--- config.mk ---
export PLATFORM = sky130hd
export DESIGN_NAME = cbt_core
export DESIGN_NICKNAME = d
export VERILOG_FILES = /design/src/design/cbt_pkg.sv /design/src/design/cbt_core.sv /design/src/design/cbt_decode.sv
export SDC_FILE = /design/constraint.sdc
export NUM_CORES = 1
export LEC_CHECK = 0
export ABC_AREA = 1
export BUFFER_PORTS_ARGS = -buffer_cell sky130_fd_sc_hd__buf_2
export CAP_MARGIN = 0
export CORE_MARGIN = 1
export CORE_UTILIZATION = 47
export DETAILED_ROUTE_END_ITERATION = 12
export GPL_TIMING_DRIVEN = 0
export PLACE_DENSITY = 0.66
export SETUP_SLACK_MARGIN = 0.1
export SYNTH_ARGS = -nofsm -noshare
export SYNTH_HDL_FRONTEND = slang
export SYNTH_SLANG_ARGS = --single-unit
--- constraint.sdc ---
create_clock -name mclk -period 6.49 [get_ports mclk]
set_input_delay 0.649 -clock mclk [delete_from_list [all_inputs] [get_ports mclk]]
set_output_delay 0.649 -clock mclk [all_outputs]
set_load 0.05 [all_outputs]
--- src/design/cbt_pkg.sv ---
// Overview of operation
// RULE1: external data move takes two plus stretch cycles
// RULE2: instruction cycle is four core clocks
// RULE3: instructions take one to five cycles
// RULE4: pointer read two cycles, direct move three
// RULE5: one code fetch per instruction byte; the core raises fetch_strobe once per opcode, whatever its byte count
// RULE6: absolute call and jump: two bytes, three cycles
// RULE7: long call and jump: three bytes, four cycles
// RULE8: short relative jump: two bytes, three cycles
// RULE9: bit branch and clear: three bytes, four cycles
// RULE10: indirect jump uses accumulator plus active pointer
// RULE11: compare branch: three bytes, four cycles
// RULE12: decrement branch: register three, direct four cycles
// RULE13: zero and reserved opcode are one-cycle no-ops
// RULE14: timer tick every twelve or four clocks
// RULE15: data pointer is sixteen bits wide
// RULE16: first pointer at low and high locations
// RULE17: second pointer at next two locations
// RULE18: select bit zero picks the active pointer
// RULE19: other select bits have no effect
// RULE20: software toggles select by incrementing it
// RULE21: pointers and select reset to zero
// RULE22: returns are one byte, four cycles
package cbt_pkg;
	// ************************************************
	// special function register locations
	// ************************************************
	localparam logic [7:0] ADDR_PTR_A_LOW = 8'h82;
	localparam logic [7:0] ADDR_PTR_A_HIGH = 8'h83;
	localparam logic [7:0] ADDR_PTR_B_LOW = 8'h84;
	localparam logic [7:0] ADDR_PTR_B_HIGH = 8'h85;
	localparam logic [7:0] ADDR_PTR_SELECT = 8'h86;
	localparam logic [7:0] ADDR_STRETCH = 8'h8E;
	localparam logic [7:0] RESET_BYTE = 8'h00;
	localparam logic [7:0] STRETCH_RESET = 8'h01;
	localparam int SEL_BIT = 0;
	// ************************************************
	// timing
	// ************************************************
	localparam logic [1:0] CLKS_PER_CYCLE_M1 = 2'h3;
	localparam logic [3:0] TIMER_SLOW_M1 = 4'hB;
	localparam logic [3:0] TIMER_FAST_M1 = 4'h3;
	localparam logic [3:0] XMOVE_BASE = 4'h2;
	// ************************************************
	// opcodes
	// ************************************************
	localparam logic [7:0] OP_NOP = 8'h00;
	localparam logic [7:0] OP_RESERVED_NOP = 8'hA5;
	localparam logic [7:0] OP_LONG_JUMP = 8'h02;
	localparam logic [7:0] OP_LONG_CALL = 8'h12;
	localparam logic [7:0] OP_SUB_RETURN = 8'h22;
	localparam logic [7:0] OP_INT_RETURN = 8'h32;
	localparam logic [7:0] OP_SHORT_JUMP = 8'h80;
	localparam logic [7:0] OP_BIT_CLEAR = 8'h10;
	localparam logic [7:0] OP_BIT_SET_JMP = 8'h20;
	localparam logic [7:0] OP_BIT_ZERO_JMP = 8'h30;
	localparam logic [7:0] OP_CARRY_JMP = 8'h40;
	localparam logic [7:0] OP_NCARRY_JMP = 8'h50;
	localparam logic [7:0] OP_ZERO_JMP = 8'h60;
	localparam logic [7:0] OP_NZERO_JMP = 8'h70;
	localparam logic [7:0] OP_INDIRECT_JMP = 8'h73;
	localparam logic [7:0] OP_CMP_DIRECT = 8'hB5;
	localparam logic [7:0] OP_CMP_IMM = 8'hB4;
	localparam logic [7:0] OP_DEC_DIRECT = 8'hD5;
	localparam logic [7:0] OP_MOVE_DIR_DIR = 8'h85;
	localparam logic [7:0] OP_XREAD_PTR = 8'hE0;
	localparam logic [7:0] OP_XWRITE_PTR = 8'hF0;
	localparam logic [7:0] OP_INC_DIRECT = 8'h05;
	// ************************************************
	// sequencer states
	// ************************************************
	typedef enum logic [1:0] {
		CBT_FETCH = 2'b00,
		CBT_EXEC = 2'b01,
		CBT_HALT = 2'b10
	} cbt_state_t;
endpackage

--- src/design/cbt_core.sv ---
`timescale 1ns/1ps
// instruction timing sequencer with dual data pointers
module cbt_core (
	// clock and reset
	input wire logic mclk,
	input wire logic rst_n,
	// instruction stream from program memory
	input wire logic [7:0] opcode,
	input wire logic opcode_valid,
	output logic opcode_ready,
	output logic fetch_strobe,
	// accumulator for the indirect jump
	input wire logic [7:0] acc,
	// special function register port
	input wire logic [7:0] sfr_addr,
	input wire logic sfr_wr,
	input wire logic [7:0] sfr_wdata,
	output logic [7:0] sfr_rdata,
	// timer rate option: high selects four clocks per tick
	input wire logic timer_fast,
	// outputs
	output logic cycle_strobe,
	output logic timer_tick,
	output logic instr_done,
	output logic [15:0] active_data_pointer,
	output logic [15:0] jump_target
);
	// ************************************************
	// reset synchroniser
	// ************************************************
	logic rst_meta_reg;
	logic rst_sync_reg;
	// release through two flops, assertion stays asynchronous
	always_ff @(posedge mclk or negedge rst_n) begin
		if (!rst_n) begin
			rst_meta_reg <= 1'b0;
			rst_sync_reg <= 1'b0;
		end else begin
			rst_meta_reg <= 1'b1;
			rst_sync_reg <= rst_meta_reg;
		end
	end
	wire logic rst_ok_n = rst_sync_reg;

	// ************************************************
	// instruction cycle divider
	// ************************************************
	logic [1:0] phase_reg;
	logic [1:0] phase_next;
	// one-cycle enable every four clocks
	always_comb begin
		phase_next = (phase_reg == cbt_pkg::CLKS_PER_CYCLE_M1) ? 2'h0 : phase_reg + 2'h1;
	end
	always_ff @(posedge mclk or negedge rst_ok_n) begin
		if (!rst_ok_n) phase_reg <= 2'h0;
		else phase_reg <= phase_next; // [RULE2]
	end
	assign cycle_strobe = (phase_reg == cbt_pkg::CLKS_PER_CYCLE_M1); // [RULE2]

	// ************************************************
	// timer prescaler
	// ************************************************
	logic [3:0] tdiv_reg;
	logic [3:0] tdiv_next;
	logic [3:0] tlimit;
	always_comb begin
		// slow rate keeps classic timing, fast follows the quicker core
		tlimit = timer_fast ? cbt_pkg::TIMER_FAST_M1 : cbt_pkg::TIMER_SLOW_M1; // [RULE14]
		tdiv_next = (tdiv_reg >= tlimit) ? 4'h0 : tdiv_reg + 4'h1;
	end
	always_ff @(posedge mclk or negedge rst_ok_n) begin
		if (!rst_ok_n) tdiv_reg <= 4'h0;
		else tdiv_reg <= tdiv_next;
	end
	assign timer_tick = (tdiv_reg >= tlimit); // [RULE14]

	// ************************************************
	// special function registers
	// ************************************************
	logic [15:0] ptr_a_reg; // first pointer
	logic [15:0] ptr_a_next;
	logic [15:0] ptr_b_reg; // second pointer
	logic [15:0] ptr_b_next;
	logic sel_reg; // only functional select bit
	logic sel_next;
	logic [7:0] stretch_reg;
	logic [7:0] stretch_next;
	// register writes; the other select bits are dropped
	always_comb begin
		ptr_a_next = ptr_a_reg;
		ptr_b_next = ptr_b_reg;
		sel_next = sel_reg;
		stretch_next = stretch_reg;
		if (sfr_wr) begin
			unique case (sfr_addr)
				cbt_pkg::ADDR_PTR_A_LOW: ptr_a_next[7:0] = sfr_wdata; // [RULE16]
				cbt_pkg::ADDR_PTR_A_HIGH: ptr_a_next[15:8] = sfr_wdata; // [RULE16]
				cbt_pkg::ADDR_PTR_B_LOW: ptr_b_next[7:0] = sfr_wdata; // [RULE17]
				cbt_pkg::ADDR_PTR_B_HIGH: ptr_b_next[15:8] = sfr_wdata; // [RULE17]
				// increment of the location flips bit 0 [RULE20]
				cbt_pkg::ADDR_PTR_SELECT: sel_next = sfr_wdata[cbt_pkg::SEL_BIT]; // [RULE19]
				cbt_pkg::ADDR_STRETCH: stretch_next = sfr_wdata;
				default: sel_next = sel_reg;
			endcase
		end
	end
	always_ff @(posedge mclk or negedge rst_ok_n) begin
		if (!rst_ok_n) begin
			ptr_a_reg <= {cbt_pkg::RESET_BYTE, cbt_pkg::RESET_BYTE}; // [RULE21]
			ptr_b_reg <= {cbt_pkg::RESET_BYTE, cbt_pkg::RESET_BYTE}; // [RULE21]
			sel_reg <= 1'b0; // [RULE21]
			stretch_reg <= cbt_pkg::STRETCH_RESET;
		end else begin
			ptr_a_reg <= ptr_a_next;
			ptr_b_reg <= ptr_b_next;
			sel_reg <= sel_next;
			stretch_reg <= stretch_next;
		end
	end
	// read mux; unused select bits read zero
	always_comb begin
		unique case (sfr_addr)
			cbt_pkg::ADDR_PTR_A_LOW: sfr_rdata = ptr_a_reg[7:0];
			cbt_pkg::ADDR_PTR_A_HIGH: sfr_rdata = ptr_a_reg[15:8];
			cbt_pkg::ADDR_PTR_B_LOW: sfr_rdata = ptr_b_reg[7:0];
			cbt_pkg::ADDR_PTR_B_HIGH: sfr_rdata = ptr_b_reg[15:8];
			cbt_pkg::ADDR_PTR_SELECT: sfr_rdata = {7'h00, sel_reg}; // [RULE19]
			cbt_pkg::ADDR_STRETCH: sfr_rdata = stretch_reg;
			default: sfr_rdata = cbt_pkg::RESET_BYTE;
		endcase
	end
	// sixteen-bit pointer chosen by the select bit
	assign active_data_pointer = sel_reg ? ptr_b_reg : ptr_a_reg; // [RULE15] [RULE18]

	// ************************************************
	// opcode decode
	// ************************************************
	logic [1:0] dec_bytes;
	logic [2:0] dec_cycles;
	logic dec_xmove;
	logic dec_ptr;
	logic dec_jump;
	cbt_decode u_decode (
		.opcode(opcode),
		.stretch(stretch_reg[2:0]),
		.byte_len(dec_bytes),
		.cycle_cnt(dec_cycles),
		.is_xmove(dec_xmove),
		.uses_ptr(dec_ptr),
		.is_jump(dec_jump)
	);

	// ************************************************
	// execution sequencer
	// ************************************************
	cbt_pkg::cbt_state_t state_reg;
	cbt_pkg::cbt_state_t state_next;
	logic [3:0] left_reg; // instruction cycles still to run
	logic [3:0] left_next;
	logic [15:0] target_reg;
	logic [15:0] target_next;
	logic last_cycle; // final instruction cycle of the running opcode
	// opcode taken only on an instruction cycle boundary
	assign last_cycle = (state_reg == cbt_pkg::CBT_EXEC) && (left_reg == 4'h1);
	// ready on the closing edge too, else every opcode would cost an idle cycle [RULE3]
	assign opcode_ready = cycle_strobe && ((state_reg == cbt_pkg::CBT_FETCH) || last_cycle);
	assign fetch_strobe = opcode_ready && opcode_valid; // [RULE5]
	assign instr_done = last_cycle && cycle_strobe;
	// count cycles per opcode; stretch lengthens external moves
	always_comb begin
		state_next = state_reg;
		left_next = left_reg;
		target_next = target_reg;
		unique case (state_reg)
			cbt_pkg::CBT_FETCH: begin
				// idle until an opcode is taken below
				state_next = cbt_pkg::CBT_FETCH;
			end
			cbt_pkg::CBT_EXEC: begin
				if (cycle_strobe) begin
					left_next = left_reg - 4'h1;
					if (left_reg == 4'h1) state_next = cbt_pkg::CBT_FETCH;
				end
			end
			default: state_next = cbt_pkg::CBT_FETCH;
		endcase
		// a taken opcode overrides the countdown, even on its last edge
		if (fetch_strobe) begin
			state_next = cbt_pkg::CBT_EXEC;
			if (dec_xmove)
				left_next = cbt_pkg::XMOVE_BASE + {1'b0, dec_cycles}; // [RULE1]
			else
				left_next = {1'b0, dec_cycles}; // [RULE3]
			if (dec_ptr && dec_jump)
				target_next = active_data_pointer + {8'h00, acc}; // [RULE10]
		end
	end
	always_ff @(posedge mclk or negedge rst_ok_n) begin
		if (!rst_ok_n) begin
			state_reg <= cbt_pkg::CBT_FETCH;
			left_reg <= 4'h0;
			target_reg <= 16'h0000;
		end else begin
			state_reg <= state_next;
			left_reg <= left_next;
			target_reg <= target_next;
		end
	end
	assign jump_target = target_reg;

	// ************************************************
	// checks
	// ************************************************
	logic [2:0] cyc_cnt_reg; // helper: clocks since last strobe
	always_ff @(posedge mclk or negedge rst_ok_n) begin
		if (!rst_ok_n) cyc_cnt_reg <= 3'h0;
		else cyc_cnt_reg <= cycle_strobe ? 3'h0 : cyc_cnt_reg + 3'h1;
	end
	cycle_four_a: assert property (@(posedge mclk) disable iff (!rst_ok_n)
		cycle_strobe |-> ##4 cycle_strobe) else $error("cycle not four clocks"); // [RULE2]
	cycle_gap_a: assert property (@(posedge mclk) disable iff (!rst_ok_n)
		cyc_cnt_reg <= 3'h3) else $error("strobe gap too long"); // [RULE2]
	nop_one_a: assert property (@(posedge mclk) disable iff (!rst_ok_n)
		fetch_strobe && (opcode == cbt_pkg::OP_NOP || opcode == cbt_pkg::OP_RESERVED_NOP)
		|-> ##4 instr_done) else $error("no-op not one cycle"); // [RULE13]
	long_four_a: assert property (@(posedge mclk) disable iff (!rst_ok_n)
		fetch_strobe && (opcode == cbt_pkg::OP_LONG_JUMP || opcode == cbt_pkg::OP_LONG_CALL)
		|-> ##16 instr_done) else $error("long branch not four cycles"); // [RULE7]
	short_three_a: assert property (@(posedge mclk) disable iff (!rst_ok_n)
		fetch_strobe && opcode == cbt_pkg::OP_SHORT_JUMP
		|=> !instr_done [*8] ##4 instr_done) else $error("short jump not three cycles"); // [RULE8]
	xread_len_a: assert property (@(posedge mclk) disable iff (!rst_ok_n)
		fetch_strobe && opcode == cbt_pkg::OP_XREAD_PTR && stretch_reg[2:0] == 3'h0
		|-> ##8 instr_done) else $error("pointer read not two cycles"); // [RULE4]
	xmove_load_a: assert property (@(posedge mclk) disable iff (!rst_ok_n)
		fetch_strobe && dec_xmove
		|=> left_reg == 4'h2 + {1'b0, $past(stretch_reg[2:0])}) else $error("stretch count wrong"); // [RULE1]
	ind_target_a: assert property (@(posedge mclk) disable iff (!rst_ok_n)
		fetch_strobe && opcode == cbt_pkg::OP_INDIRECT_JMP
		|=> jump_target == $past(active_data_pointer) + {8'h00, $past(acc)}) else $error("bad target"); // [RULE10]
	sel_pick_a: assert property (@(posedge mclk) disable iff (!rst_ok_n)
		sfr_wr && sfr_addr == cbt_pkg::ADDR_PTR_SELECT
		|=> active_data_pointer == ($past(sfr_wdata[0]) ? ptr_b_reg : ptr_a_reg)) else $error("select"); // [RULE18]
	range_a: assert property (@(posedge mclk) disable iff (!rst_ok_n)
		fetch_strobe && !dec_xmove |=> left_reg >= 4'h1 && left_reg <= 4'h5)
		else $error("cycle count out of range"); // [RULE3]
	// every opcode with low nibble one is an absolute branch
	abs_three_a: assert property (@(posedge mclk) disable iff (!rst_ok_n) // [RULE6]
		fetch_strobe && opcode[3:0] == 4'h1 |-> ##12 instr_done)
		else $error("absolute branch not three cycles");
	// both returns restore the counter in four cycles
	ret_four_a: assert property (@(posedge mclk) disable iff (!rst_ok_n) // [RULE22]
		fetch_strobe && (opcode == cbt_pkg::OP_SUB_RETURN || opcode == cbt_pkg::OP_INT_RETURN)
		|-> ##16 instr_done) else $error("return not four cycles");
	// bit branch with clear
	bit_clear_a: assert property (@(posedge mclk) disable iff (!rst_ok_n) // [RULE9]
		fetch_strobe && opcode == cbt_pkg::OP_BIT_CLEAR |-> ##16 instr_done)
		else $error("bit branch not four cycles");
	// all four compare-and-branch forms
	cmp_four_a: assert property (@(posedge mclk) disable iff (!rst_ok_n) // [RULE11]
		fetch_strobe && (opcode == cbt_pkg::OP_CMP_DIRECT || opcode == cbt_pkg::OP_CMP_IMM
		|| opcode[7:3] == 5'b10111 || opcode[7:1] == 7'b1011011) |-> ##16 instr_done)
		else $error("compare branch not four cycles");
	// register form of decrement branch
	dec_reg_a: assert property (@(posedge mclk) disable iff (!rst_ok_n) // [RULE12]
		fetch_strobe && opcode[7:3] == 5'b11011 |-> ##12 instr_done)
		else $error("register decrement branch not three cycles");
	// direct form of decrement branch
	dec_direct_a: assert property (@(posedge mclk) disable iff (!rst_ok_n) // [RULE12]
		fetch_strobe && opcode == cbt_pkg::OP_DEC_DIRECT |-> ##16 instr_done)
		else $error("direct decrement branch not four cycles");
	// direct to direct byte move
	move_dir_a: assert property (@(posedge mclk) disable iff (!rst_ok_n) // [RULE4]
		fetch_strobe && opcode == cbt_pkg::OP_MOVE_DIR_DIR |-> ##12 instr_done)
		else $error("direct move not three cycles");
	// a queued opcode starts on the edge that ends the last one
	back_to_back_a: assert property (@(posedge mclk) disable iff (!rst_ok_n) // [RULE3]
		instr_done && opcode_valid |-> fetch_strobe)
		else $error("idle cycle between opcodes");
	// no opcode fetches more bytes than it has cycles
	bytes_le_a: assert property (@(posedge mclk) disable iff (!rst_ok_n) // [RULE5]
		fetch_strobe && !dec_xmove |-> {1'b0, dec_bytes} <= dec_cycles)
		else $error("more bytes than cycles");
	// fast timer ticks every fourth clock
	tick_fast_a: assert property (@(posedge mclk) disable iff (!rst_ok_n) // [RULE14]
		timer_tick && timer_fast |=> !timer_tick [*3] ##1 timer_tick)
		else $error("fast timer not four clocks");
	cov_pair: cover property (@(posedge mclk) disable iff (!rst_ok_n)
		instr_done && fetch_strobe);
	cov_ret: cover property (@(posedge mclk) disable iff (!rst_ok_n)
		fetch_strobe && opcode == cbt_pkg::OP_SUB_RETURN ##16 instr_done);
	cov_xmove: cover property (@(posedge mclk) disable iff (!rst_ok_n)
		fetch_strobe && dec_xmove && stretch_reg[2:0] == 3'h7);
	cov_sel: cover property (@(posedge mclk) disable iff (!rst_ok_n)
		sel_reg ##1 !sel_reg);
endmodule

--- src/design/cbt_decode.sv ---
`timescale 1ns/1ps
// opcode decoder: byte length, cycle count and class of each opcode
module cbt_decode (
	// opcode in
	input wire logic [7:0] opcode,
	input wire logic [2:0] stretch,
	// decode out
	output logic [1:0] byte_len,
	output logic [2:0] cycle_cnt,
	output logic is_xmove,
	output logic uses_ptr,
	output logic is_jump
);
	// ************************************************
	// table lookup
	// ************************************************
	always_comb begin
		byte_len = 2'h1;
		cycle_cnt = 3'h1;
		is_xmove = 1'b0;
		uses_ptr = 1'b0;
		is_jump = 1'b0;
		// one fetched byte per cycle unless listed below [RULE5]
		if (opcode == cbt_pkg::OP_NOP || opcode == cbt_pkg::OP_RESERVED_NOP) begin
			byte_len = 2'h1; // [RULE13]
			cycle_cnt = 3'h1;
		end else if (opcode[4:0] == 5'h11 || opcode[4:0] == 5'h01) begin
			byte_len = 2'h2; // [RULE6]
			cycle_cnt = 3'h3;
			is_jump = 1'b1;
		end else if (opcode == cbt_pkg::OP_LONG_CALL || opcode == cbt_pkg::OP_LONG_JUMP) begin
			byte_len = 2'h3; // [RULE7]
			cycle_cnt = 3'h4;
			is_jump = 1'b1;
		end else if (opcode == cbt_pkg::OP_SUB_RETURN || opcode == cbt_pkg::OP_INT_RETURN) begin
			byte_len = 2'h1; // [RULE22]
			cycle_cnt = 3'h4;
			is_jump = 1'b1;
		end else if (opcode == cbt_pkg::OP_SHORT_JUMP || opcode == cbt_pkg::OP_CARRY_JMP
				|| opcode == cbt_pkg::OP_NCARRY_JMP || opcode == cbt_pkg::OP_ZERO_JMP
				|| opcode == cbt_pkg::OP_NZERO_JMP || opcode[7:3] == 5'b11011) begin
			byte_len = 2'h2; // [RULE8] [RULE12]
			cycle_cnt = 3'h3;
			is_jump = 1'b1;
		end else if (opcode == cbt_pkg::OP_BIT_CLEAR || opcode == cbt_pkg::OP_BIT_SET_JMP
				|| opcode == cbt_pkg::OP_BIT_ZERO_JMP || opcode == cbt_pkg::OP_CMP_DIRECT
				|| opcode == cbt_pkg::OP_CMP_IMM || opcode[7:3] == 5'b10111
				|| opcode[7:1] == 7'b1011011 || opcode == cbt_pkg::OP_DEC_DIRECT) begin
			byte_len = 2'h3; // [RULE9] [RULE11] [RULE12]
			cycle_cnt = 3'h4;
			is_jump = 1'b1;
		end else if (opcode == cbt_pkg::OP_INDIRECT_JMP) begin
			byte_len = 2'h1; // [RULE10]
			cycle_cnt = 3'h3;
			uses_ptr = 1'b1;
			is_jump = 1'b1;
		end else if (opcode == cbt_pkg::OP_MOVE_DIR_DIR) begin
			byte_len = 2'h3; // [RULE4]
			cycle_cnt = 3'h3;
		end else if (opcode == cbt_pkg::OP_XREAD_PTR || opcode == cbt_pkg::OP_XWRITE_PTR
				|| opcode[7:1] == 7'b1110001 || opcode[7:1] == 7'b1111001) begin
			// only the stretch is reported; the sequencer adds the base pair [RULE1]
			is_xmove = 1'b1;
			uses_ptr = !opcode[1];
			byte_len = 2'h1;
			cycle_cnt = stretch;
		end
	end
endmodule

-- Word-level counts from Yosys, hierarchy flattened
Index checks and enable logic that the tools add are counted.
- flip-flop bits (word level): 71
- bits in latches: 0
- bits in writable memories: 0
- bits in read-only memories: 0
- bits of input ports: 37
- memories kept: 0
- $add $sub $neg: 5
- multipliers: 0
- div/mod/pow operators: 0
- magnitude comparators: 1
- eq/ne operators: 38
- shifts and indexed selects: 0
- multiplexer cells: 47
- bitwise gates (word level): 0
- reductions and logical operators: 39
- operator list (cell ; number):
    8-bit == test, second input constant ; 14
    8-bit one-hot mux with 6 select lines ; 1
    8-bit by 7-bit == test with 1-bit output, second input constant ; 5
    8-bit by 6-bit == test with 1-bit output, second input constant ; 4
    3-bit 2-to-1 mux ; 9
    1-bit 2-to-1 mux ; 25
    4-bit 2-to-1 mux ; 6
    7-bit == test, second input constant ; 3
    1-bit logical OR ; 20
    2-bit AND reduction ; 9
    16-bit by 8-bit adder with 16-bit output ; 1
    8-bit by 5-bit == test with 1-bit output, second input constant ; 2
    16-bit 2-to-1 mux ; 1
    5-bit == test, second input constant ; 3
    2-bit 2-to-1 mux ; 5
    8-bit by 2-bit == test with 1-bit output, second input constant ; 1
    8-bit logical NOT ; 1
    5-bit by 1-bit == test with 1-bit output, second input constant ; 1
    1-bit logical AND ; 5
    2-bit by 3-bit adder with 4-bit output, first input constant ; 1
    4-bit by 1-bit adder with 4-bit output, second input constant ; 1
    4-bit by 1-bit == test with 1-bit output, second input constant ; 1
    4-bit >= comparator ; 1
    2-bit nonzero test ; 2
    other kinds (8) ; 8

-- Depth between registers and ports, before layout
Gate-level depths: netlist of the first run.
- depth after elaboration: 17
- gate-level depth with buffers: 16
- depth with buffers taken out: 15

-- Modules after synthesis
From an unflattened synthesis of the first run, not the netlist that was laid out.
- cells, all modules: 593
- area total of the unflattened synthesis: 4301.6 um2
- by module, submodules not included (module ; times used ; cells an instance ; area an instance (um2) ; sequential area each (um2)):
    cbt_core ; 1 ; 535 ; 4050.1 ; 1752.9
    cbt_decode ; 1 ; 58 ; 251.5 ; 0.0

-- Worst setup path after synthesis of the first run
OpenSTA, ideal clock, no wires.
- path type: reg2reg
- start point: register sel_reg
- end point: register target_reg[9], in the netlist jump_target[9]
- setup time: 0.118 ns
- arrival time: 3.253 ns
- data required time: 6.372 ns
- slack: 3.119 ns
- stages on the path, launching flop included: 16
- buffers on the path: 3
- period minus slack after synthesis: 3.371 ns
- path through: dfrtp_1 buf_6 buf_6 clkbuf_1 o21ai_0 ha_1 a21oi_1 nand2_1 nand2_1 nand3_1 nand2_1 nand2_1 nand2_1 nand2_1 nand3_1 nand2_1
- longest elaborated chain between the ends: 2
- RTL lines (what ; RTL line ; RTL):
    from (decl) ; cbt_core.sv:84 ; logic sel_reg;
    from (signal assigned) ; cbt_core.sv:116 ; sel_reg <= sel_next;
    16-bit 2-to-1 mux ; cbt_core.sv:133 ; assign active_data_pointer = sel_reg ? ptr_b_reg : ptr_a_reg;
    net active_data_pointer[2] ; cbt_core.sv:25 ; output logic [15:0] active_data_pointer,
    16-bit by 8-bit adder with 16-bit output ; cbt_core.sv:195 ; target_next = active_data_pointer + {8'h00, acc};
    to (signal assigned) ; cbt_core.sv:206 ; target_reg <= target_next;
    to (decl) ; cbt_core.sv:160 ; logic [15:0] target_reg;
The timed path passes the listed nets, and every way through them passes these cells.
A chain may end at the register's enable or synchronous reset.

-- Final worst setup path of the first run
- start point: register sel_reg
- end point: register target_reg[10], in the netlist jump_target[10]
- longest elaborated chain between the ends: 2
- RTL lines (what ; RTL line):
    16-bit 2-to-1 mux ; cbt_core.sv:133
    16-bit by 8-bit adder with 16-bit output ; cbt_core.sv:195
No other way between the ends.

==> results.json, run 1 <==
{
  "path_class": "flip-flop to flip-flop",
  "synth_warnings": 0,
  "yosysUniqueCellTypes": 41,
  "clock-sinks": 70,
  "cp.arrival_ns": 3.06,
  "cts_buffer_depth": 2,
  "avgRoutedWirePerCell_um": 14.4,
  "swShare_pct": 33.6,
  "rows": 35,
  "synth_area_um2": 4440,
  "setup_tns_ns": 0,
  "start_util_pct": 48.3,
  "tightest_slew_ns": 0.883,
  "numCtsBuffers": 9,
  "cp_num_buf_inv": 3,
  "layout-drive-gt1-share_pct": 27.4,
  "cpPeakStageDelay_ns": 0.44,
  "cp-start-kind": "flip-flop",
  "p_sw_uw": 380,
  "ir_drop_v": 0.000117,
  "clkTransAtPathRegs_ns": 0.08,
  "drv_slew": 0,
  "synthFlopType": "dfrtp_1",
  "die_x_um": 99.2,
  "crit_path_frequent_cell": "nand2_1",
  "clockPowerShare_pct": 32.2,
  "grt_usage_pct": 24.5,
  "drc": 0,
  "cellPowerDensity_nw_per_um2": 218,
  "synth_most_common_cell": "nand2_1",
  "crit_chain": "buf_6 > buf_6 > clkbuf_1 > o21ai_0 > ha_1 > nand2_1 > o21ai_2 > nand2_1 > nand2_1 > nand2_1 > xor2_1 > o21ai_1",
  "cts_root_buf": "clkbuf_8",
  "cts_hold_buf": 0,
  "yosysSeqAreaShare_pct": 39.5,
  "fin_crit_sh_pct": 43.4,
  "cts.repair.resized": 0,
  "setup_violations": 0,
  "wl_um": 11200,
  "synth_edf_count": 0,
  "outcome": "finished, final reports clean",
  "drt_iter0_drc": 180,
  "synth_cells": 572,
  "post_cts_buffers": 0,
  "skew_ns": 0.00728,
  "synthesis.nets": 624,
  "hold_class": "primary input to asynchronous set/reset pin",
  "dp_hpwl_um": 8760,
  "crit_path_end_kind": "flip-flop",
  "p_seq_share_pct": 45.8,
  "ys_seq_elements": 70,
  "slew-limit-headroom_pct": 41.1,
  "synth_common_cells": "nand2_1 (184), dfrtp_1 (69), inv_1 (62)",
  "die_h_um": 99.2,
  "dieArea_um2": 9830,
  "netlist_top_cells_area": "dfrtp_1 (39%), nand2_1 (16%), o21ai_2 (6.5%)",
  "antenna_cells": 0,
  "antenna_found_initial": 0,
  "crit_required_ns": 6.73,
  "fmax_mhz": 355,
  "postSynthAreaPerCell_um2": 7.76,
  "pwr-share-comb_pct": 22.0,
  "fin_ws_ns": 3.68,
  "ys_async_sr_fraction_pct": 100,
  "path_max_fanout": 10,
  "grt_max_degree": 69,
  "cts_tree": "yes",
  "cap_violations": 0,
  "fin_crit_ns": 2.81,
  "core_area_um2": 9200,
  "ios": 82,
  "syn_to_final_growth_pct": 16.9,
  "ant_nets": 0,
  "grt_pass1_wl_um": 18500,
  "crit_family": "buffers and inverters",
  "synth_top_area_share_pct": 38.9,
  "rsz0062_at_grt": "false",
  "multi_input_area_um2": 2290,
  "nFillCells": 916,
  "clock_latency_ns": 0.35,
  "hold_viol": 0,
  "p_leak_uw": 0.00277,
  "viasPerCell": 5.13,
  "grt-ovfl-total": 0,
  "nets": 716,
  "dp_slack_ns": 3.66,
  "place.port_buffers": 81,
  "regArea_um2": 1760,
  "place.gp.congestion": 0.972,
  "worst_path_max_delay_cell": "ha_1",
  "p_int_uw": 752,
  "vias": 4001,
  "grt_pass1_vias": 3891,
  "htreeDepth": 3,
  "drt_first_pass_iters": 4,
  "yosys.area.top_type": "dfrtp_1"
}
## cell families after synthesis
| family | synth area share, % |
|---|---|
| other | 0.0845 |
| and+or+nand+nor | 29.2 |
| AOI/OAI and AO/OA | 16.2 |
| DFF | 39.5 |
| adders and majority gates | 4.40 |
| xor gates and xnor gates | 1.78 |
| buffers and inverters | 8.82 |
## path summary, 6_finish.rpt
path / start / to / slack (ns) / cells after the start
min in group mclk: rst_meta_reg$_DFF_PN0_ / rst_ok_n$_DFF_PN0_ / 0.37 / 0
hold reg to reg: rst_meta_reg$_DFF_PN0_ / rst_ok_n$_DFF_PN0_ / 0.37 / 0
setup / recovery: sel_reg$_DFFE_PN0P_ / jump_target[10]$_DFFE_PN0P_ / 3.68 / 12
setup reg to reg: sel_reg$_DFFE_PN0P_ / jump_target[10]$_DFFE_PN0P_ / 3.68 / 12
max in group asynchronous: rst_ok_n$_DFF_PN0_ / jump_target[12]$_DFFE_PN0P_ / 5.46 / 0
hold / removal: rst_n / rst_ok_n$_DFF_PN0_ / 0.06 / 1
## stage by stage
step           power [µW]  utilization, %  hold slack, ns  cell area, µm²  instances
6_report             1130            56.4          0.0614            5190        780
5_1_grt              1200            56.4          0.0347            5190        780
3_5_place_dp          777            54.2           0.341            4990        764
3_3_place_gp          768            54.2           0.334            4980        764
2_1_floorplan         706               -           0.331            4440        572
4_1_cts              1140            56.4          0.0477            5190        780
## cell usage in the layout (no fill, tap or decap), drive strengths merged, types with 12 or more instances in the layout
master / instances
ha: 14
inv: 74
dfrtp: 69
buf: 90
a21oi: 20
clkbuf: 12
o21ai: 72
nor2: 36
nand2: 194
nand4: 13
nand3: 34
## worst register-to-register path: stages, from the launching register on
cell and delay [ns]:
dfrtp_1 0.38, buf_6 0.17, buf_6 0.16, clkbuf_1 0.38
o21ai_0 0.27, ha_1 0.44, nand2_1 0.09, o21ai_2 0.19
nand2_1 0.10, nand2_1 0.16, nand2_1 0.11, xor2_1 0.18
o21ai_1 0.08
## power by group through the flow
stage	Combinational (µW)	Clock, µW	Sequential (µW)
after detailed placement	249	0	528
after floorplan	187	0	519
final	249	364	519
after global placement	241	0	527
after CTS	251	372	519
after global routing	279	391	527
## area by class of cell
| type | count | area share [%] |
|---|---|---|
| Timing Repair Buffer | 81 | 7.82 |
| Clock buffer | 11 | 2.73 |
| Sequential cell | 70 | 33.9 |
| Tap cell | 111 | 2.68 |
| Clock inverter | 5 | 1.13 |
| Inverter | 76 | 5.60 |
| Buffer | 10 | 1.95 |
| Multi-Input combinational cell | 416 | 44.2 |
## metal layers
| metal | GRT usage [%] | up-vias | wire length (µm) | part of all wire (%) |
|---|---|---|---|---|
| li1 | - | 2030 | - | - |
| met1 | 33.0 | 1868 | 5140 | 46 |
| met2 | 40.5 | 91 | 5430 | 48 |
| met3 | 4.85 | 12 | 482 | 4.3 |
| met4 | 7.01 | 0 | 156 | 1.4 |
| met5 | 0 | - | 0 | 0 |
No activity file was read; power rests on OpenSTA's default activity.
==> run 2, diff against run 1 <==
Clock period 6.49 ns to 2.8 ns, I/O delays scaled along.
==> run 2 against run 1 <==
  * Non-clock buffer count unchanged
  * Power up 130%
  * Combinational power grew 130%
  * Final cell count stayed put
  * Routed wire length fell by 0.47%
==> results.json, run 2 (synthesis gave the netlist of run 1 again) <==
{
  "drt_first_pass_iters": 4,
  "drv_slew": 0,
  "setup_violations": 0,
  "grt-ovfl-total": 0,
  "skew_ns": 0.0101,
  "clock-sinks": 70,
  "crit_path_frequent_cell": "nand2_1",
  "cpPeakStageDelay_ns": 0.41,
  "placed_area_um2": 5000,
  "layout_common_cells": "nand2_1 (184), buf_2 (81), dfrtp_1 (68)",
  "cp_num_buf_inv": 2,
  "fmax_mhz": 412,
  "drt-met1-wl_um": 4890,
  "htreeDepth": 3,
  "cts_buffer_depth": 2,
  "place.port_buffers": 81,
  "nFillCells": 883,
  "cts_root_buf": "clkbuf_8",
  "clock_latency_ns": 0.35,
  "start_util_pct": 48.3,
  "crit_path_end_kind": "flip-flop",
  "antenna_found_initial": 0,
  "rows": 35,
  "path_max_fanout": 10,
  "antenna_cells": 0,
  "die_x_um": 99.2,
  "finalPower_uw": 2610,
  "crit_chain": "inv_2 > nand2_1 > o21ai_2 > ha_1 > inv_1 > fa_1 > o21ai_2 > nand2_1 > nand2_1 > nand2_1 > xor2_1 > o21ai_1",
  "fin_crit_ns": 2.43,
  "place.gp.congestion": 0.933,
  "dieArea_um2": 9830,
  "setup_tns_ns": 0,
  "tightest_slew_ns": 0.886,
  "path_depth": 12,
  "numCtsBuffers": 9,
  "cp-start-kind": "flip-flop",
  "p_leak_uw": 0.00278,
  "ir_drop_v": 0.000318,
  "crit_family": "adder cells",
  "final_common_cell": "nand2_1",
  "hold_viol": 0,
  "top_layer": "met4",
  "ant_nets": 0,
  "hold_class": "primary input to flip-flop",
  "cap_violations": 0,
  "cp.arrival_ns": 2.71,
  "path_class": "flip-flop to flip-flop",
  "grt_pass1_vias": 3930,
  "avgRoutedWirePerCell_um": 14.3,
  "r2r_cells": 12,
  "viasPerCell": 5.21,
  "nets": 716,
  "drt_iter0_drc": 169,
  "layout-drive-gt1-share_pct": 28.0,
  "cellPowerDensity_nw_per_um2": 502,
  "grt_pass1_wl_um": 18600,
  "placed_cells": 764,
  "cts_tree": "yes",
  "slew-limit-headroom_pct": 40.9,
  "vias": 4060,
  "grt_max_degree": 69,
  "grt_usage_pct": 24.6,
  "fin_crit_sh_pct": 86.7,
  "wl_met2_um": 5430,
  "outcome": "finished, final reports clean",
  "die_h_um": 99.2,
  "met3_wirelength_um": 562,
  "ios": 82,
  "syn_to_final_growth_pct": 17.3,
  "fin_area_um2": 5210,
  "hold_depth": 3,
  "core_area_um2": 9200,
  "rsz0062_at_grt": "false",
  "clkTransAtPathRegs_ns": 0.08,
  "worst_path_max_delay_cell": "fa_1",
  "crit_required_ns": 3.08,
  "post_cts_buffers": 0,
  "final_cells": 780,
  "dp_hpwl_um": 8740,
  "drc": 0,
  "wl_um": 11200
}
[run 2: changes by cell type in the layout (fill, tap and decap cells not counted)]
cell,change
o21ai_0,-5
o21ai_2,+4
clkbuf_1,-1
dlygate4sd3_1,+1
o21ai_1,+1
[run 2: final cells by class]
type | instances | area, µm² | share of cell area (%)
Tap cell | 111 | 139 | 2.67
Inverter | 76 | 290 | 5.57
Clock inverter | 5 | 58.8 | 1.13
Clock buffer | 11 | 141 | 2.72
Multi-Input combinational cell | 416 | 2310 | 44.3
Buffer | 9 | 97.6 | 1.87
Sequential cell | 70 | 1760 | 33.7
Timing Repair Buffer | 82 | 415 | 7.98
[run 2: through the flow]
step / hold WS, ns / util (%) / setup WS (ns)
3_3_place_gp: 0.0647 / 54.3 / -0.131
2_1_floorplan: -0.0156 / - / 0.126
3_5_place_dp: 0.0676 / 54.4 / -0.0321
5_1_grt: 0.156 / 56.6 / 0.151
6_report: 0.155 / 56.6 / 0.373
4_1_cts: 0.144 / 56.6 / 0.288
[run 2: where the power goes]
group | switching, µW | leakage (µW) | total [µW] | internal, µW
clock | 396 | 0.0000955 | 832 | 436
combinational | 377 | 0.00175 | 576 | 199
sequential | 95.7 | 0.000936 | 1200 | 1110
total | 869 | 0.00278 | 2610 | 1740
[run 2: worst paths after layout]
path                                                    end              startpoint  slack, ns
worst max-delay path            jump_target[10]$_DFFE_PN0P_     sel_reg$_DFFE_PN0P_       0.37
worst min-delay path             stretch_reg[0]$_DFFE_PN1P_            sfr_wdata[0]       0.16
worst max register to register  jump_target[10]$_DFFE_PN0P_     sel_reg$_DFFE_PN0P_       0.37
worst min register to register           rst_ok_n$_DFF_PN0_  rst_meta_reg$_DFF_PN0_       0.35
max in group asynchronous       jump_target[15]$_DFFE_PN0P_      rst_ok_n$_DFF_PN0_       1.77
min in group asynchronous                rst_ok_n$_DFF_PN0_                   rst_n       0.24
[run 2: worst reg2reg max path, cell delays in order, from the launching register on]
cell and delay (ns):
dfrtp_1 0.40, inv_2 0.21, nand2_1 0.11, o21ai_2 0.09
ha_1 0.18, inv_1 0.06, fa_1 0.41, o21ai_2 0.24
nand2_1 0.10, nand2_1 0.16, nand2_1 0.11, xor2_1 0.16
o21ai_1 0.12
[run 2: metal layers]
| metal | up-vias | global-route usage (%) |
|---|---|---|
| met4 | 0 | 9.62 |
| met2 | 105 | 41.7 |
| met1 | 1887 | 31.8 |
| met5 | - | 0 |
| li1 | 2044 | - |
| met3 | 24 | 3.72 |
[run 2: timing repair]
action | 4_1_cts | 5_1_grt
gates resized for setup | 0 | 1
gates cloned | 0 | 0
hold endpoints to repair | 2 | 0
hold buffers | 1 | 0
endpoints found under the setup margin | 7 | 3
==> run 3, diff against run 2 <==
Settings changed: ABC_AREA 1 to not set, PLACE_DENSITY 0.66 to 0.67.
==> run 3 against run 2 <==
  * Worst setup slack got worse by 0.18 ns
  * Non-clock buffer count increased by 3
  * Clock skew increased by 0.0025 ns
  * First-iteration DRC count decreased by 22%
  * Hold slack improved by 0.022 ns
  * Synthesized cell count decreased by 31%
  * Largest cell class unchanged
  * Largest power group unchanged
==> results.json, run 3 <==
{
  "outcome": "finished, final reports clean",
  "cts_root_buf": "clkbuf_8",
  "ys_async_sr_fraction_pct": 100,
  "pwr-share-comb_pct": 20.1,
  "ant_nets": 0,
  "synth_top_family_by_area": "multiplexers",
  "synth_most_common_cell": "dfrtp_1",
  "p_sw_uw": 788,
  "numCtsBuffers": 9,
  "ys_seq_elements": 70,
  "final_common_cell": "buf_2",
  "cap_violations": 0,
  "cp-start-kind": "flip-flop",
  "cellPowerDensity_nw_per_um2": 501,
  "yosys.area.top_type": "dfrtp_1",
  "ir_drop_v": 0.000496,
  "antenna_found_initial": 0,
  "clockPowerShare_pct": 32.5,
  "nFillCells": 731,
  "p_int_uw": 1730,
  "grt-ovfl-total": 0,
  "fin_area_um2": 5010,
  "drv_slew": 0,
  "synth_edf_count": 0,
  "r2r_cells": 8,
  "rsz0062_at_grt": "false",
  "placed_cells": 575,
  "place.port_buffers": 78,
  "vias": 3377,
  "regArea_um2": 1760,
  "ios": 82,
  "setup_violations": 0,
  "synth_common_cells": "dfrtp_1 (69), mux2_2 (55), nand2_1 (41)",
  "slew-limit-headroom_pct": 39.8,
  "rows": 33,
  "postSynthAreaPerCell_um2": 10.5,
  "synth_area_um2": 4130,
  "placed_area_um2": 4690,
  "final_cells": 594,
  "fmax_mhz": 384,
  "setup_tns_ns": 0,
  "drt_first_pass_iters": 4,
  "multi_input_area_um2": 2350,
  "viasPerCell": 5.69,
  "fin_crit_ns": 2.61,
  "worstReg2RegStart": "sel_reg$_DFFE_PN0P_",
  "cp.arrival_ns": 2.84,
  "grt_pass1_vias": 3255,
  "tightest_slew_ns": 0.903,
  "hold_class": "primary input to flip-flop",
  "muxShareOfSynthArea_pct": 19.8,
  "grt_usage_pct": 23.6,
  "yosys.area_share.adder_pct": 4.72,
  "htreeDepth": 3,
  "place.gp.congestion": 0.791,
  "antenna_cells": 0,
  "netlist_top_cells_area": "dfrtp_1 (42%), mux2_2 (15%), mux2i_1 (4.8%)",
  "finalPower_uw": 2510,
  "yosysSeqAreaShare_pct": 42.4,
  "drc": 0,
  "worstSetupEndpoint": "jump_target[12]$_DFFE_PN0P_",
  "syn_to_final_growth_pct": 21.4,
  "fin_crit_sh_pct": 93.0,
  "skew_ns": 0.0126,
  "wl_um": 10100,
  "p_seq_share_pct": 47.4,
  "p_leak_uw": 0.00250,
  "crit_path_end_kind": "flip-flop",
  "start_util_pct": 49.5,
  "synth-xor-area-share_pct": 2.54,
  "clkTransAtPathRegs_ns": 0.08,
  "layout-drive-gt1-share_pct": 38.4,
  "nets": 536,
  "path_max_fanout": 10,
  "synth_warnings": 0,
  "path_class": "flip-flop to flip-flop",
  "reg2reg_setup_slack_ns": 0.19,
  "cts_buffer_depth": 2,
  "grt_max_degree": 69,
  "drt_iter0_drc": 132,
  "synth_cells": 392,
  "grt_pass1_wl_um": 16200,
  "yosysUniqueCellTypes": 61,
  "crit_path_start": "sel_reg$_DFFE_PN0P_",
  "crit_required_ns": 3.03,
  "avgRoutedWirePerCell_um": 17.0,
  "clock-sinks": 70,
  "die_h_um": 95.8,
  "core_area_um2": 8340,
  "synthFlopType": "dfrtp_1",
  "yosys.area_share.simple_pct": 14.1,
  "die_x_um": 95.8,
  "cts_tree": "yes",
  "swShare_pct": 31.3,
  "dp_hpwl_um": 7180,
  "synthesis.nets": 444,
  "clock_latency_ns": 0.34,
  "layout_common_cells": "buf_2 (82), dfrtp_1 (67), mux2_2 (52)",
  "dieArea_um2": 9170,
  "synth_top_area_share_pct": 41.8,
  "timing.rr.end": "jump_target[12]$_DFFE_PN0P_",
  "synth-compound-area-share_pct": 12.9,
  "hold_viol": 0
}
-- run 3: cell count changes in the layout (fill, tap and decap cells not counted), sizes merged, moves of 7 or more --
| cell | change |
|---|---|
| mux2 | +55 |
| nand4 | -12 |
| a21oi | -10 |
| nand3 | -30 |
| mux2i | +20 |
| o21ai | -44 |
| inv | -55 |
| nor2 | -17 |
| nand2 | -152 |
| o22a | +7 |
-- run 3: layer usage --
metal / up-vias / wire, µm / global-route usage (%)
li1: 1624 / - / -
met4: 0 / 154 / 7.84
met1: 1642 / 4760 / 33.1
met5: - / 0 / 0
met2: 97 / 4700 / 37.9
met3: 14 / 464 / 2.69
-- run 3: worst max-delay path: stages, from the launching register on --
cell and delay, ns:
dfrtp_2 0.39, buf_8 0.16, buf_12 0.16, mux2_2 0.39, ha_1 0.28, or4_4 0.55
o2111ai_4 0.22, xnor2_1 0.08, mux2_2 0.25
-- run 3: what timing repair did --
action / CTS / global route
resized for setup: 5 / 15
gates cloned: 0 / 0
pin swaps: 1 / 4
hold endpoints to repair: 2 / 0
hold buffers: 1 / 0
setup endpoints to repair: 11 / 10
buffers inserted: 1 / 1
-- run 3: area by class of cell --
| type | count | share of cell area (%) |
|---|---|---|
| Multi-Input combinational cell | 292 | 46.9 |
| Sequential cell | 70 | 35.1 |
| Timing Repair Buffer | 81 | 8.28 |
| Tap cell | 105 | 2.62 |
| Clock buffer | 9 | 2.47 |
| Buffer | 13 | 2.00 |
| Clock inverter | 7 | 1.40 |
| Inverter | 17 | 1.27 |
-- run 3: through the flow --
step	setup slack (ns)	hold WS [ns]	util, %
after floorplan	0.126	-0.0156	-
after global placement	-0.113	0.0649	56.2
after detailed placement	-0.149	0.0682	56.2
after CTS	0.103	0.162	59.0
after global routing	0.0864	0.221	60.1
final	0.195	0.177	60.1
-- run 3: kinds of logic after synthesis --
group,after synthesis
DFF,70
muxes,75
adders and majority gates,15
xor gates and xnor gates,12
other,1
AOI/OAI and AO/OA,80
buffers and inverters,30
and+or+nand+nor,109
-- run 3: power groups by stage --
stage	logic, µW	registers (µW)	clock network, µW
final	505	1190	817
after global routing	564	1210	883
after CTS	491	1190	841
after detailed placement	482	1210	0
after global placement	469	1210	0
after floorplan	367	1190	0
-- run 3: worst min-delay path by stage --
| stage | startpoint | end | depth (start not counted) |
|---|---|---|---|
| 3_5_place_dp | rst_n | rst_meta_reg$_DFF_PN0_ | 1 |
| 3_3_place_gp | rst_n | rst_meta_reg$_DFF_PN0_ | 1 |
| 4_1_cts | opcode_valid | state_reg[0]$_DFFE_PN0P_ | 3 |
| 5_1_grt | opcode_valid | state_reg[0]$_DFFE_PN0P_ | 3 |
| 6_report | opcode_valid | state_reg[0]$_DFFE_PN0P_ | 3 |
| 2_1_floorplan | rst_n | rst_meta_reg$_DFF_PN0_ | 0 |
